**config.mk**
```make
export PLATFORM = sky130hd
export DESIGN_NAME = sse_exec_core
export DESIGN_NICKNAME = d
export VERILOG_FILES = /design/src/hdl/sse_pkg.sv /design/src/hdl/sse_exec_core.sv /design/src/hdl/sse_file_ram.sv /design/src/hdl/sse_sub8.sv
export SDC_FILE = /design/constraint.sdc
export NUM_CORES = 2
export LEC_CHECK = 0
export ABC_AREA = 1
export BUFFER_PORTS_ARGS = -buffer_cell sky130_fd_sc_hd__clkbuf_2
export CAP_MARGIN = 40
export CORE_MARGIN = 1.5
export CORE_UTILIZATION = 50
export CTS_CLUSTER_SIZE = 30
export DETAILED_ROUTE_END_ITERATION = 10
export PLACE_DENSITY = 0.65
export SLEW_MARGIN = 40
export SYNTH_ARGS = -nofsm -noshare
export SYNTH_HDL_FRONTEND = slang
export SYNTH_SLANG_ARGS = --single-unit
```
**constraint.sdc**
```tcl
create_clock -name CLK -period 19.15 [get_ports CLK]
set_clock_uncertainty 0.2 [all_clocks]
set_input_delay 5.745 -clock CLK [delete_from_list [all_inputs] [get_ports CLK]]
set_output_delay 5.745 -clock CLK [all_outputs]
set_load 0.1 [all_outputs]
```
**src/hdl/sse_pkg.sv**
```systemverilog
// Package: constants, register map and types for the halt and subtract execution block
package sse_pkg;
  // Bus and datapath widths
  localparam int APB_ADDR_W = 8;
  localparam int APB_DATA_W = 32;
  localparam int INSTR_W    = 14;
  localparam int BYTE_W     = 8;
  localparam int FADDR_W    = 7;

  // Register byte offsets
  localparam logic [APB_ADDR_W-1:0] OFF_CTRL   = 8'h00;
  localparam logic [APB_ADDR_W-1:0] OFF_INSTR  = 8'h04;
  localparam logic [APB_ADDR_W-1:0] OFF_ACC    = 8'h08;
  localparam logic [APB_ADDR_W-1:0] OFF_STATUS = 8'h0c;
  localparam logic [APB_ADDR_W-1:0] OFF_FADDR  = 8'h10;
  localparam logic [APB_ADDR_W-1:0] OFF_FDATA  = 8'h14;
  localparam logic [APB_ADDR_W-1:0] OFF_WDT    = 8'h18;

  // Control register fields (write one to act)
  localparam int CTRL_WAKE_BIT = 0;
  localparam int CTRL_KICK_BIT = 1;

  // Status register fields
  localparam int ST_CARRY_BIT  = 0;
  localparam int ST_NIBBLE_BIT = 1;
  localparam int ST_ZERO_BIT   = 2;
  localparam int ST_PD_BIT     = 3;
  localparam int ST_TO_BIT     = 4;
  localparam int ST_HALT_BIT   = 5;

  // Reset values
  localparam logic       PD_RESET   = 1'b1;
  localparam logic       TO_RESET   = 1'b1;
  localparam logic [7:0] ACC_RESET  = 8'h00;
  localparam logic [7:0] WDT_CLEAR  = 8'h00;

  // Instruction word fields and opcodes
  localparam logic [INSTR_W-1:0] OPC_HALT = 14'h0063;
  localparam int                 LIT_OPC_LSB  = 9;
  localparam logic [4:0]         LIT_OPC      = 5'h1e;
  localparam int                 FILE_OPC_LSB = 8;
  localparam logic [5:0]         FILE_OPC     = 6'h02;
  localparam int                 DEST_BIT     = 7;

  // Transfer sequencing
  typedef enum logic [0:0] {
    ST_IDLE,
    ST_EXEC
  } sse_state_t;
endpackage

```
**src/hdl/sse_exec_core.sv**
```systemverilog
// Halt and subtract instruction execution core with an APB register slave
//
// Overview of operation
// - Halt opcode clears the power-down flag
// - Halt sets the watchdog-expiry flag
// - Halt clears watchdog count and prescaler
// - Halt enters halted state, oscillator stopped
// - Literal subtract: literal minus accumulator into accumulator
// - Literal is eight bits, 0 to 255
// - File subtract: file minus accumulator, 7-bit address
// - Destination 0 writes accumulator, file untouched
// - Destination 1 writes back the file register
// - Carry set when minuend exceeds subtrahend
// - Carry set when operands are equal
// - Carry cleared on borrow, result wraps
//
// Decided for this implementation: the register addresses and register access over APB.
module sse_exec_core #(
  parameter int WDT_PRE_W = 8,
  parameter int WDT_CNT_W = 8
) (
  input  wire logic                            CLK,
  input  wire logic                            RESET_N,
  input  wire logic                            PSEL,
  input  wire logic                            PENABLE,
  input  wire logic                            PWRITE,
  input  wire logic [sse_pkg::APB_ADDR_W-1:0]  PADDR,
  input  wire logic [sse_pkg::APB_DATA_W-1:0]  PWDATA,
  output logic      [sse_pkg::APB_DATA_W-1:0]  PRDATA,
  output logic                                 PREADY,
  output logic                                 PSLVERR,
  output logic                                 HALTED,
  output logic                                 OSC_EN
);
  import sse_pkg::*;

  sse_state_t              state_reg;
  logic [BYTE_W-1:0]       acc_reg;
  logic [FADDR_W-1:0]      faddr_reg;
  logic [INSTR_W-1:0]      instr_reg;
  logic                    carry_reg;
  logic                    nibble_borrow_flag_reg;
  logic                    zero_reg;
  logic                    power_down_flag_reg;
  logic                    watchdog_expiry_flag_reg;
  logic                    halted_reg;
  logic [WDT_PRE_W-1:0]    wdt_pre_reg;
  logic [WDT_CNT_W-1:0]    watchdog_counter_reg;
  logic [APB_DATA_W-1:0]   prdata_reg;

  logic                    access;
  logic                    done;
  logic                    wr_done;
  logic                    mapped;
  logic [INSTR_W-1:0]      instr;
  logic                    instr_wr;
  logic                    exec;
  logic                    op_halt;
  logic                    op_lit;
  logic                    op_file;
  logic                    op_sub;
  logic                    dest_file;
  logic [BYTE_W-1:0]       literal;
  logic [FADDR_W-1:0]      file_addr;
  logic [BYTE_W-1:0]       minuend;
  logic [BYTE_W-1:0]       sub_diff;
  logic                    sub_carry;
  logic                    sub_nibble;
  logic                    sub_zero;
  logic                    mem_we;
  logic [FADDR_W-1:0]      mem_waddr;
  logic [BYTE_W-1:0]       mem_wdata;
  logic [FADDR_W-1:0]      mem_raddr;
  logic [BYTE_W-1:0]       mem_rdata;
  logic                    wdt_clear;
  logic                    wdt_pre_wrap;
  logic                    wdt_overflow;
  logic                    wake_req;
  logic                    kick_req;

  // Opcode recognisers, shared by execution and the checks below
  function automatic logic is_halt(input logic [INSTR_W-1:0] w);
    return w == OPC_HALT;
  endfunction

  function automatic logic is_lit_sub(input logic [INSTR_W-1:0] w);
    return w[INSTR_W-1:LIT_OPC_LSB] == LIT_OPC;
  endfunction

  function automatic logic is_file_sub(input logic [INSTR_W-1:0] w);
    return w[INSTR_W-1:FILE_OPC_LSB] == FILE_OPC;
  endfunction

  // Every transfer takes one wait state so that read data comes from a register
  always_comb begin
    access  = PSEL & PENABLE;
    PREADY  = (state_reg == ST_EXEC);
    done    = access & PREADY;
    wr_done = done & PWRITE;
    mapped  = (PADDR == OFF_CTRL) | (PADDR == OFF_INSTR) | (PADDR == OFF_ACC) |
              (PADDR == OFF_STATUS) | (PADDR == OFF_FADDR) | (PADDR == OFF_FDATA) |
              (PADDR == OFF_WDT);
  end

  // Instructions written while halted are refused with an error
  always_comb begin
    PSLVERR = done & (~mapped | (instr_wr & halted_reg));
  end

  // Transfer sequencing
  always_ff @(posedge CLK) begin
    if (!RESET_N) begin
      state_reg <= ST_IDLE;
    end else begin
      case (state_reg)
        ST_IDLE: begin
          if (access) begin
            state_reg <= ST_EXEC;
          end
        end
        ST_EXEC: begin
          state_reg <= ST_IDLE;
        end
        default: begin
          state_reg <= ST_IDLE;
        end
      endcase
    end
  end

  // Instruction decode; the word stays on PWDATA for the whole transfer
  always_comb begin
    instr     = PWDATA[INSTR_W-1:0];
    instr_wr  = PWRITE & (PADDR == OFF_INSTR);
    exec      = done & instr_wr & ~halted_reg;
    op_halt   = exec & is_halt(instr);
    op_lit    = exec & is_lit_sub(instr);
    op_file   = exec & is_file_sub(instr);
    op_sub    = op_lit | op_file;
    dest_file = instr[DEST_BIT];
    literal   = instr[BYTE_W-1:0];
    file_addr = instr[FADDR_W-1:0];
  end

  // File operand is fetched during setup so it is ready at the access phase
  always_comb begin
    mem_raddr = instr_wr ? file_addr : faddr_reg;
    minuend   = is_lit_sub(instr) ? literal : mem_rdata;
  end

  sse_sub8 #(
    .W (BYTE_W)
  ) u_sub (
    .minuend      (minuend),
    .subtrahend   (acc_reg),
    .diff         (sub_diff),
    .carry        (sub_carry),
    .nibble_carry (sub_nibble),
    .zero         (sub_zero)
  );

  // Write-back into the file register: software data path or subtract result
  always_comb begin
    if (op_file && dest_file) begin
      mem_we    = 1'b1;
      mem_waddr = file_addr;
      mem_wdata = sub_diff;
    end else begin
      mem_we    = wr_done & (PADDR == OFF_FDATA);
      mem_waddr = faddr_reg;
      mem_wdata = PWDATA[BYTE_W-1:0];
    end
  end

  sse_file_ram #(
    .AW (FADDR_W),
    .DW (BYTE_W)
  ) u_ram (
    .clk       (CLK),
    .reset_n   (RESET_N),
    .we        (mem_we),
    .waddr     (mem_waddr),
    .wdata     (mem_wdata),
    .raddr     (mem_raddr),
    .rdata_reg (mem_rdata)
  );

  // Accumulator
  always_ff @(posedge CLK) begin
    if (!RESET_N) begin
      acc_reg <= ACC_RESET;
    end else if (op_lit || (op_file && !dest_file)) begin
      acc_reg <= sub_diff;
    end else if (wr_done && PADDR == OFF_ACC) begin
      acc_reg <= PWDATA[BYTE_W-1:0];
    end
  end

  // File address pointer and last issued instruction
  always_ff @(posedge CLK) begin
    if (!RESET_N) begin
      faddr_reg <= {FADDR_W{1'b0}};
      instr_reg <= {INSTR_W{1'b0}};
    end else begin
      if (wr_done && PADDR == OFF_FADDR) begin
        faddr_reg <= PWDATA[FADDR_W-1:0];
      end
      if (exec) begin
        instr_reg <= instr;
      end
    end
  end

  // Arithmetic flags; a subtract and a status write never share a cycle
  always_ff @(posedge CLK) begin
    if (!RESET_N) begin
      carry_reg              <= 1'b0;
      nibble_borrow_flag_reg <= 1'b0;
      zero_reg               <= 1'b0;
    end else if (op_sub) begin
      carry_reg              <= sub_carry;
      nibble_borrow_flag_reg <= sub_nibble;
      zero_reg               <= sub_zero;
    end else if (wr_done && PADDR == OFF_STATUS) begin
      carry_reg              <= PWDATA[ST_CARRY_BIT];
      nibble_borrow_flag_reg <= PWDATA[ST_NIBBLE_BIT];
      zero_reg               <= PWDATA[ST_ZERO_BIT];
    end
  end

  // Control strobes from software
  always_comb begin
    wake_req  = wr_done & (PADDR == OFF_CTRL) & PWDATA[CTRL_WAKE_BIT];
    kick_req  = wr_done & (PADDR == OFF_CTRL) & PWDATA[CTRL_KICK_BIT];
    wdt_clear = op_halt | kick_req;
  end

  // Watchdog prescaler and counter keep running while halted, own clock assumed
  always_ff @(posedge CLK) begin
    if (!RESET_N || wdt_clear) begin
      wdt_pre_reg <= {WDT_PRE_W{1'b0}};
    end else begin
      wdt_pre_reg <= wdt_pre_reg + {{(WDT_PRE_W-1){1'b0}}, 1'b1};
    end
  end

  always_ff @(posedge CLK) begin
    if (!RESET_N || wdt_clear) begin
      watchdog_counter_reg <= WDT_CLEAR;
    end else if (wdt_pre_wrap) begin
      watchdog_counter_reg <= watchdog_counter_reg + {{(WDT_CNT_W-1){1'b0}}, 1'b1};
    end
  end

  always_comb begin
    wdt_pre_wrap = &wdt_pre_reg;
    wdt_overflow = wdt_pre_wrap & (&watchdog_counter_reg);
  end

  // Power-down flag is cleared by halt and only restored by reset
  always_ff @(posedge CLK) begin
    if (!RESET_N) begin
      power_down_flag_reg <= PD_RESET;
    end else if (op_halt) begin
      power_down_flag_reg <= 1'b0;
    end
  end

  // Expiry flag: halt or a kick sets it, an overflow clears it; the set wins
  always_ff @(posedge CLK) begin
    if (!RESET_N) begin
      watchdog_expiry_flag_reg <= TO_RESET;
    end else if (op_halt || kick_req) begin
      watchdog_expiry_flag_reg <= 1'b1;
    end else if (wdt_overflow) begin
      watchdog_expiry_flag_reg <= 1'b0;
    end
  end

  // Halted state: entered by halt, left by a software wake or a watchdog overflow
  always_ff @(posedge CLK) begin
    if (!RESET_N) begin
      halted_reg <= 1'b0;
    end else if (op_halt) begin
      halted_reg <= 1'b1;
    end else if (wake_req || wdt_overflow) begin
      halted_reg <= 1'b0;
    end
  end

  // Read data captured in the first access cycle
  always_ff @(posedge CLK) begin
    if (!RESET_N) begin
      prdata_reg <= {APB_DATA_W{1'b0}};
    end else if (access && !PREADY && !PWRITE) begin
      prdata_reg <= {APB_DATA_W{1'b0}};
      case (PADDR)
        OFF_CTRL:   prdata_reg[ST_HALT_BIT] <= halted_reg;
        OFF_INSTR:  prdata_reg[INSTR_W-1:0] <= instr_reg;
        OFF_ACC:    prdata_reg[BYTE_W-1:0] <= acc_reg;
        OFF_STATUS: begin
          prdata_reg[ST_CARRY_BIT]  <= carry_reg;
          prdata_reg[ST_NIBBLE_BIT] <= nibble_borrow_flag_reg;
          prdata_reg[ST_ZERO_BIT]   <= zero_reg;
          prdata_reg[ST_PD_BIT]     <= power_down_flag_reg;
          prdata_reg[ST_TO_BIT]     <= watchdog_expiry_flag_reg;
          prdata_reg[ST_HALT_BIT]   <= halted_reg;
        end
        OFF_FADDR:  prdata_reg[FADDR_W-1:0] <= faddr_reg;
        OFF_FDATA:  prdata_reg[BYTE_W-1:0] <= mem_rdata;
        OFF_WDT:    prdata_reg[WDT_CNT_W-1:0] <= watchdog_counter_reg;
        default:    prdata_reg <= {APB_DATA_W{1'b0}};
      endcase
    end
  end

  // Outputs; the main oscillator enable is simply the inverse of halted
  always_comb begin
    PRDATA = prdata_reg;
    HALTED = halted_reg;
    OSC_EN = ~halted_reg;
  end

  logic nib_ref;
  logic gt_ref;
  logic eq_ref;
  assign nib_ref = (minuend[3:0] >= acc_reg[3:0]);
  assign gt_ref  = (minuend > acc_reg);
  assign eq_ref  = (minuend == acc_reg);
endmodule

```
**src/hdl/sse_file_ram.sv**
```systemverilog
// File register memory with one write port and a registered read port
module sse_file_ram #(
  parameter int AW = 7,
  parameter int DW = 8
) (
  input  wire logic          clk,
  input  wire logic          reset_n,
  input  wire logic          we,
  input  wire logic [AW-1:0] waddr,
  input  wire logic [DW-1:0] wdata,
  input  wire logic [AW-1:0] raddr,
  output logic      [DW-1:0] rdata_reg
);
  logic [DW-1:0] mem [0:(1<<AW)-1];

  // Contents carry no reset; software must initialise them
  always_ff @(posedge clk) begin
    if (we) begin
      mem[waddr] <= wdata;
    end
  end

  // Registered read keeps the data output off a long combinational path
  always_ff @(posedge clk) begin
    if (!reset_n) begin
      rdata_reg <= {DW{1'b0}};
    end else begin
      rdata_reg <= mem[raddr];
    end
  end
endmodule

```
**src/hdl/sse_sub8.sv**
```systemverilog
// Two's complement subtractor with carry, nibble carry and zero outputs
module sse_sub8 #(
  parameter int W = 8
) (
  input  wire logic [W-1:0] minuend,
  input  wire logic [W-1:0] subtrahend,
  output logic      [W-1:0] diff,
  output logic              carry,
  output logic              nibble_carry,
  output logic              zero
);
  logic [W:0] full_sum;
  logic [4:0] low_sum;

  // Add the inverted subtrahend plus one; carry out means no borrow
  always_comb begin
    full_sum     = {1'b0, minuend} + {1'b0, ~subtrahend} + {{W{1'b0}}, 1'b1};
    low_sum      = {1'b0, minuend[3:0]} + {1'b0, ~subtrahend[3:0]} + 5'h01;
    diff         = full_sum[W-1:0];
    carry        = full_sum[W];
    nibble_carry = low_sum[4];
    zero         = (full_sum[W-1:0] == {W{1'b0}});
  end
endmodule

```
==> flow_summary.yaml <==
sta:
  slew_headroom: 0.395
  period_share: 0.718
  worst_pin_slew_ns: 0.907
  report.final.slew_viol_count: 0
  finalSetupViolations: 0
  rsz0062_at_grt: "no"
  hold_violations: 0
  period_minus_slack_ns: 13.75
  tns_ns: 0
  clock.fmax_ghz: 0.0727
clock_tree:
  clk_pin_slew_ns: 0.07
  cts.repair.resized: 0
  cts_root_buf: "clkbuf_16"
  cts_buffer_depth: 3
  insertion_delay_ns: 0.71
  cts_inserted_buffers: 111
  cts_tree: "done"
  htree_levels: 3
  cts_sinks: 1098
  postCtsSetupBuffers: 0
  cts_hold_buffers: 0
outcome:
  status: "completed"
die:
  io_pins: 81
  row_count: 113
  die_w_um: 314
  start_util: 0.506
  die-area_um2: 98400
  coreArea_um2: 95300
  die_h_um: 314
route:
  via_count: 33000
  routed_wl_um: 121000
  firstDrtPassIters: 6
  drt_iter0_markers: 3847
  via_per_inst: 5.38
  drc: 0
  antenna_left: 0
  wl_per_cell_um: 19.7
place:
  port_buffers: 44
  place_area_um2: 49600
  hpwlAfterDp_um: 67900
  gp_congestion: 0.912
layout:
  nets: 4830
  area_growth_pct: 10.4
  diodes: 0
  fin_util: 0.559
  largest_register_ffs: 1024
  fin_area_um2: 53300
  drive_gt1_frac: 0.0694
logic_synthesis:
  synth_top_flop_cell: "edfxtp_1"
  synth-edff-count: 1024
  synthTopCellsByArea: "edfxtp_1, nand2_1, nand3_1"
  synth.top_cell.area_share: 0.637
  synth_area_um2: 48200
  yosysUniqueCellTypes: 45
  syn_inst: 4803
  yosysWarningCount: 0
  ys_seq_elements: 1098
  synth_area_per_cell_um2: 10.0
  seq_area_frac_synth: 0.668
  async_flop_share: 0
  yosysTopAreaCell: "edfxtp_1"
power_and_ir_drop:
  p_per_area_nw_per_um2: 90.9
  peakVddDrop_mv: 0.0730
  leakage_nw: 21.4
setup_path:
  cp.arrival_ns: 7.81
  worst_setup_path_end_kind: "primary output"
  worstSetupStartpointType: "input pin"
  crit_type: "input pin to primary output"
  worstPathMaxFanout: 12
  required_ns: 13.20
job:
  drv_cap: 0
global_routing:
  grt_pass1_wl_um: 183000
  grt_max_degree: 206
  grt_pass1_vias: 30300
  antenna_found_initial: 0
  grt_overflow: 0
  grt_use_total: 0.245
hold_path:
  hold_class: "register to register"
cell families (layout without fill, tap and decap cells):
| family | Yosys count | count (layout) | synth area share |
|---|---|---|---|
| AO/OA/AOI/OAI | 245 | 245 | 0.0302 |
| XOR/XNOR | 10 | 10 | 0.00182 |
| adder cells (fa/ha/maj) | 11 | 11 | 0.00301 |
| buffers and inverters | 965 | 1012 | 0.0811 |
| flip-flops | 1098 | 1098 | 0.668 |
| other | 1 | 18 | 0.0000777 |
| AND/OR/NAND/NOR | 2473 | 2473 | 0.216 |
layer usage:
| metal | vias up | share of wire | routed length [um] | global-route usage |
|---|---|---|---|---|
| met5 | - | 0 | 0 | 0 |
| met3 | 215 | 0.083 | 10100 | 0.0367 |
| met1 | 15800 | 0.42 | 51300 | 0.355 |
| met2 | 1283 | 0.46 | 55900 | 0.385 |
| li1 | 15700 | - | - | - |
| met4 | 0 | 0.029 | 3520 | 0.0736 |
through the flow:
stage | worst slack, ns | hold slack (ns) | power [mW] | cells
after floorplan | 5.09 | 0.220 | 2.74 | 4820
after detailed placement | 5.44 | 0.247 | 2.77 | 5924
final | 5.40 | 0.256 | 4.84 | 6132
after global placement | 5.43 | 0.242 | 2.77 | 5917
after CTS | 5.44 | 0.260 | 4.86 | 6130
after global routing | 5.27 | 0.279 | 4.96 | 6132
synthesized netlist by cell type (11+ instances only):
cell type  count
a21oi_1       53
a221oi_1      11
buf_1         27
buf_2        146
buf_4         18
clkbuf_1      64
dfxtp_1       74
edfxtp_1    1024
inv_1        696
nand2_1     1455
nand3_1      765
nor2_1       206
nor3_1        12
o211ai_1      42
o21ai_0      104
o22ai_1       12
final cells by class:
cell class / count / area (um2)
inverters: 704 / 2650
clock buffers: 142 / 3070
clock inverters: 64 / 488
flip-flops and latches: 1098 / 32200
fillers: 8035 / 42000
repair buffers: 102 / 860
well taps: 1265 / 1580
multi-input cells: 2757 / 12400
critical path, stage by stage:
cell	delay, ns
clkbuf_2	0.09
nor2_1	0.12
nand2_2	0.14
inv_1	0.13
nand3_2	0.21
inv_1	0.56
nand2_1	0.12
a21oi_1	0.21
clkbuf_2	0.48
power breakdown:
group / total, mW / leakage (nW) / internal, mW / switching [mW]
Combinational: 0.0972 / 9.87 / 0.0129 / 0.0843
Sequential: 2.62 / 9.80 / 2.62 / 0.00162
Clock: 2.12 / 1.75 / 1.22 / 0.905
Total: 4.84 / 21.4 / 3.85 / 0.991
placed cells by master (no fill, tap or decap), types with 12 or more instances in the layout:
| cell type | count |
|---|---|
| nand2_1 | 1454 |
| clkbuf_2 | 44 |
| inv_1 | 695 |
| nor2_1 | 179 |
| o21ai_4 | 15 |
| edfxtp_1 | 1024 |
| conb_1 | 18 |
| o21ai_0 | 95 |
| clkbuf_16 | 116 |
| o22ai_1 | 12 |
| clkinv_1 | 32 |
| o211ai_1 | 42 |
| clkbuf_1 | 19 |
| clkinv_2 | 21 |
| dfxtp_1 | 74 |
| a21oi_1 | 53 |
| buf_4 | 35 |
| nand3_1 | 765 |
| nor2_2 | 29 |
final timing paths:
path	start	endpoint	slack (ns)	depth (start not counted)
setup reg to reg	faddr_reg[0]$_SDFFE_PN0P_	u_ram.rdata_reg[4]$_SDFF_PN0_	14.35	16
hold / removal	power_down_flag_reg$_SDFFE_PN1P_	power_down_flag_reg$_SDFFE_PN1P_	0.26	2
setup / recovery	PADDR[5]	PSLVERR	5.40	9
hold reg to reg	power_down_flag_reg$_SDFFE_PN1P_	power_down_flag_reg$_SDFFE_PN1P_	0.26	2
Power figures use the tool's default switching activity.
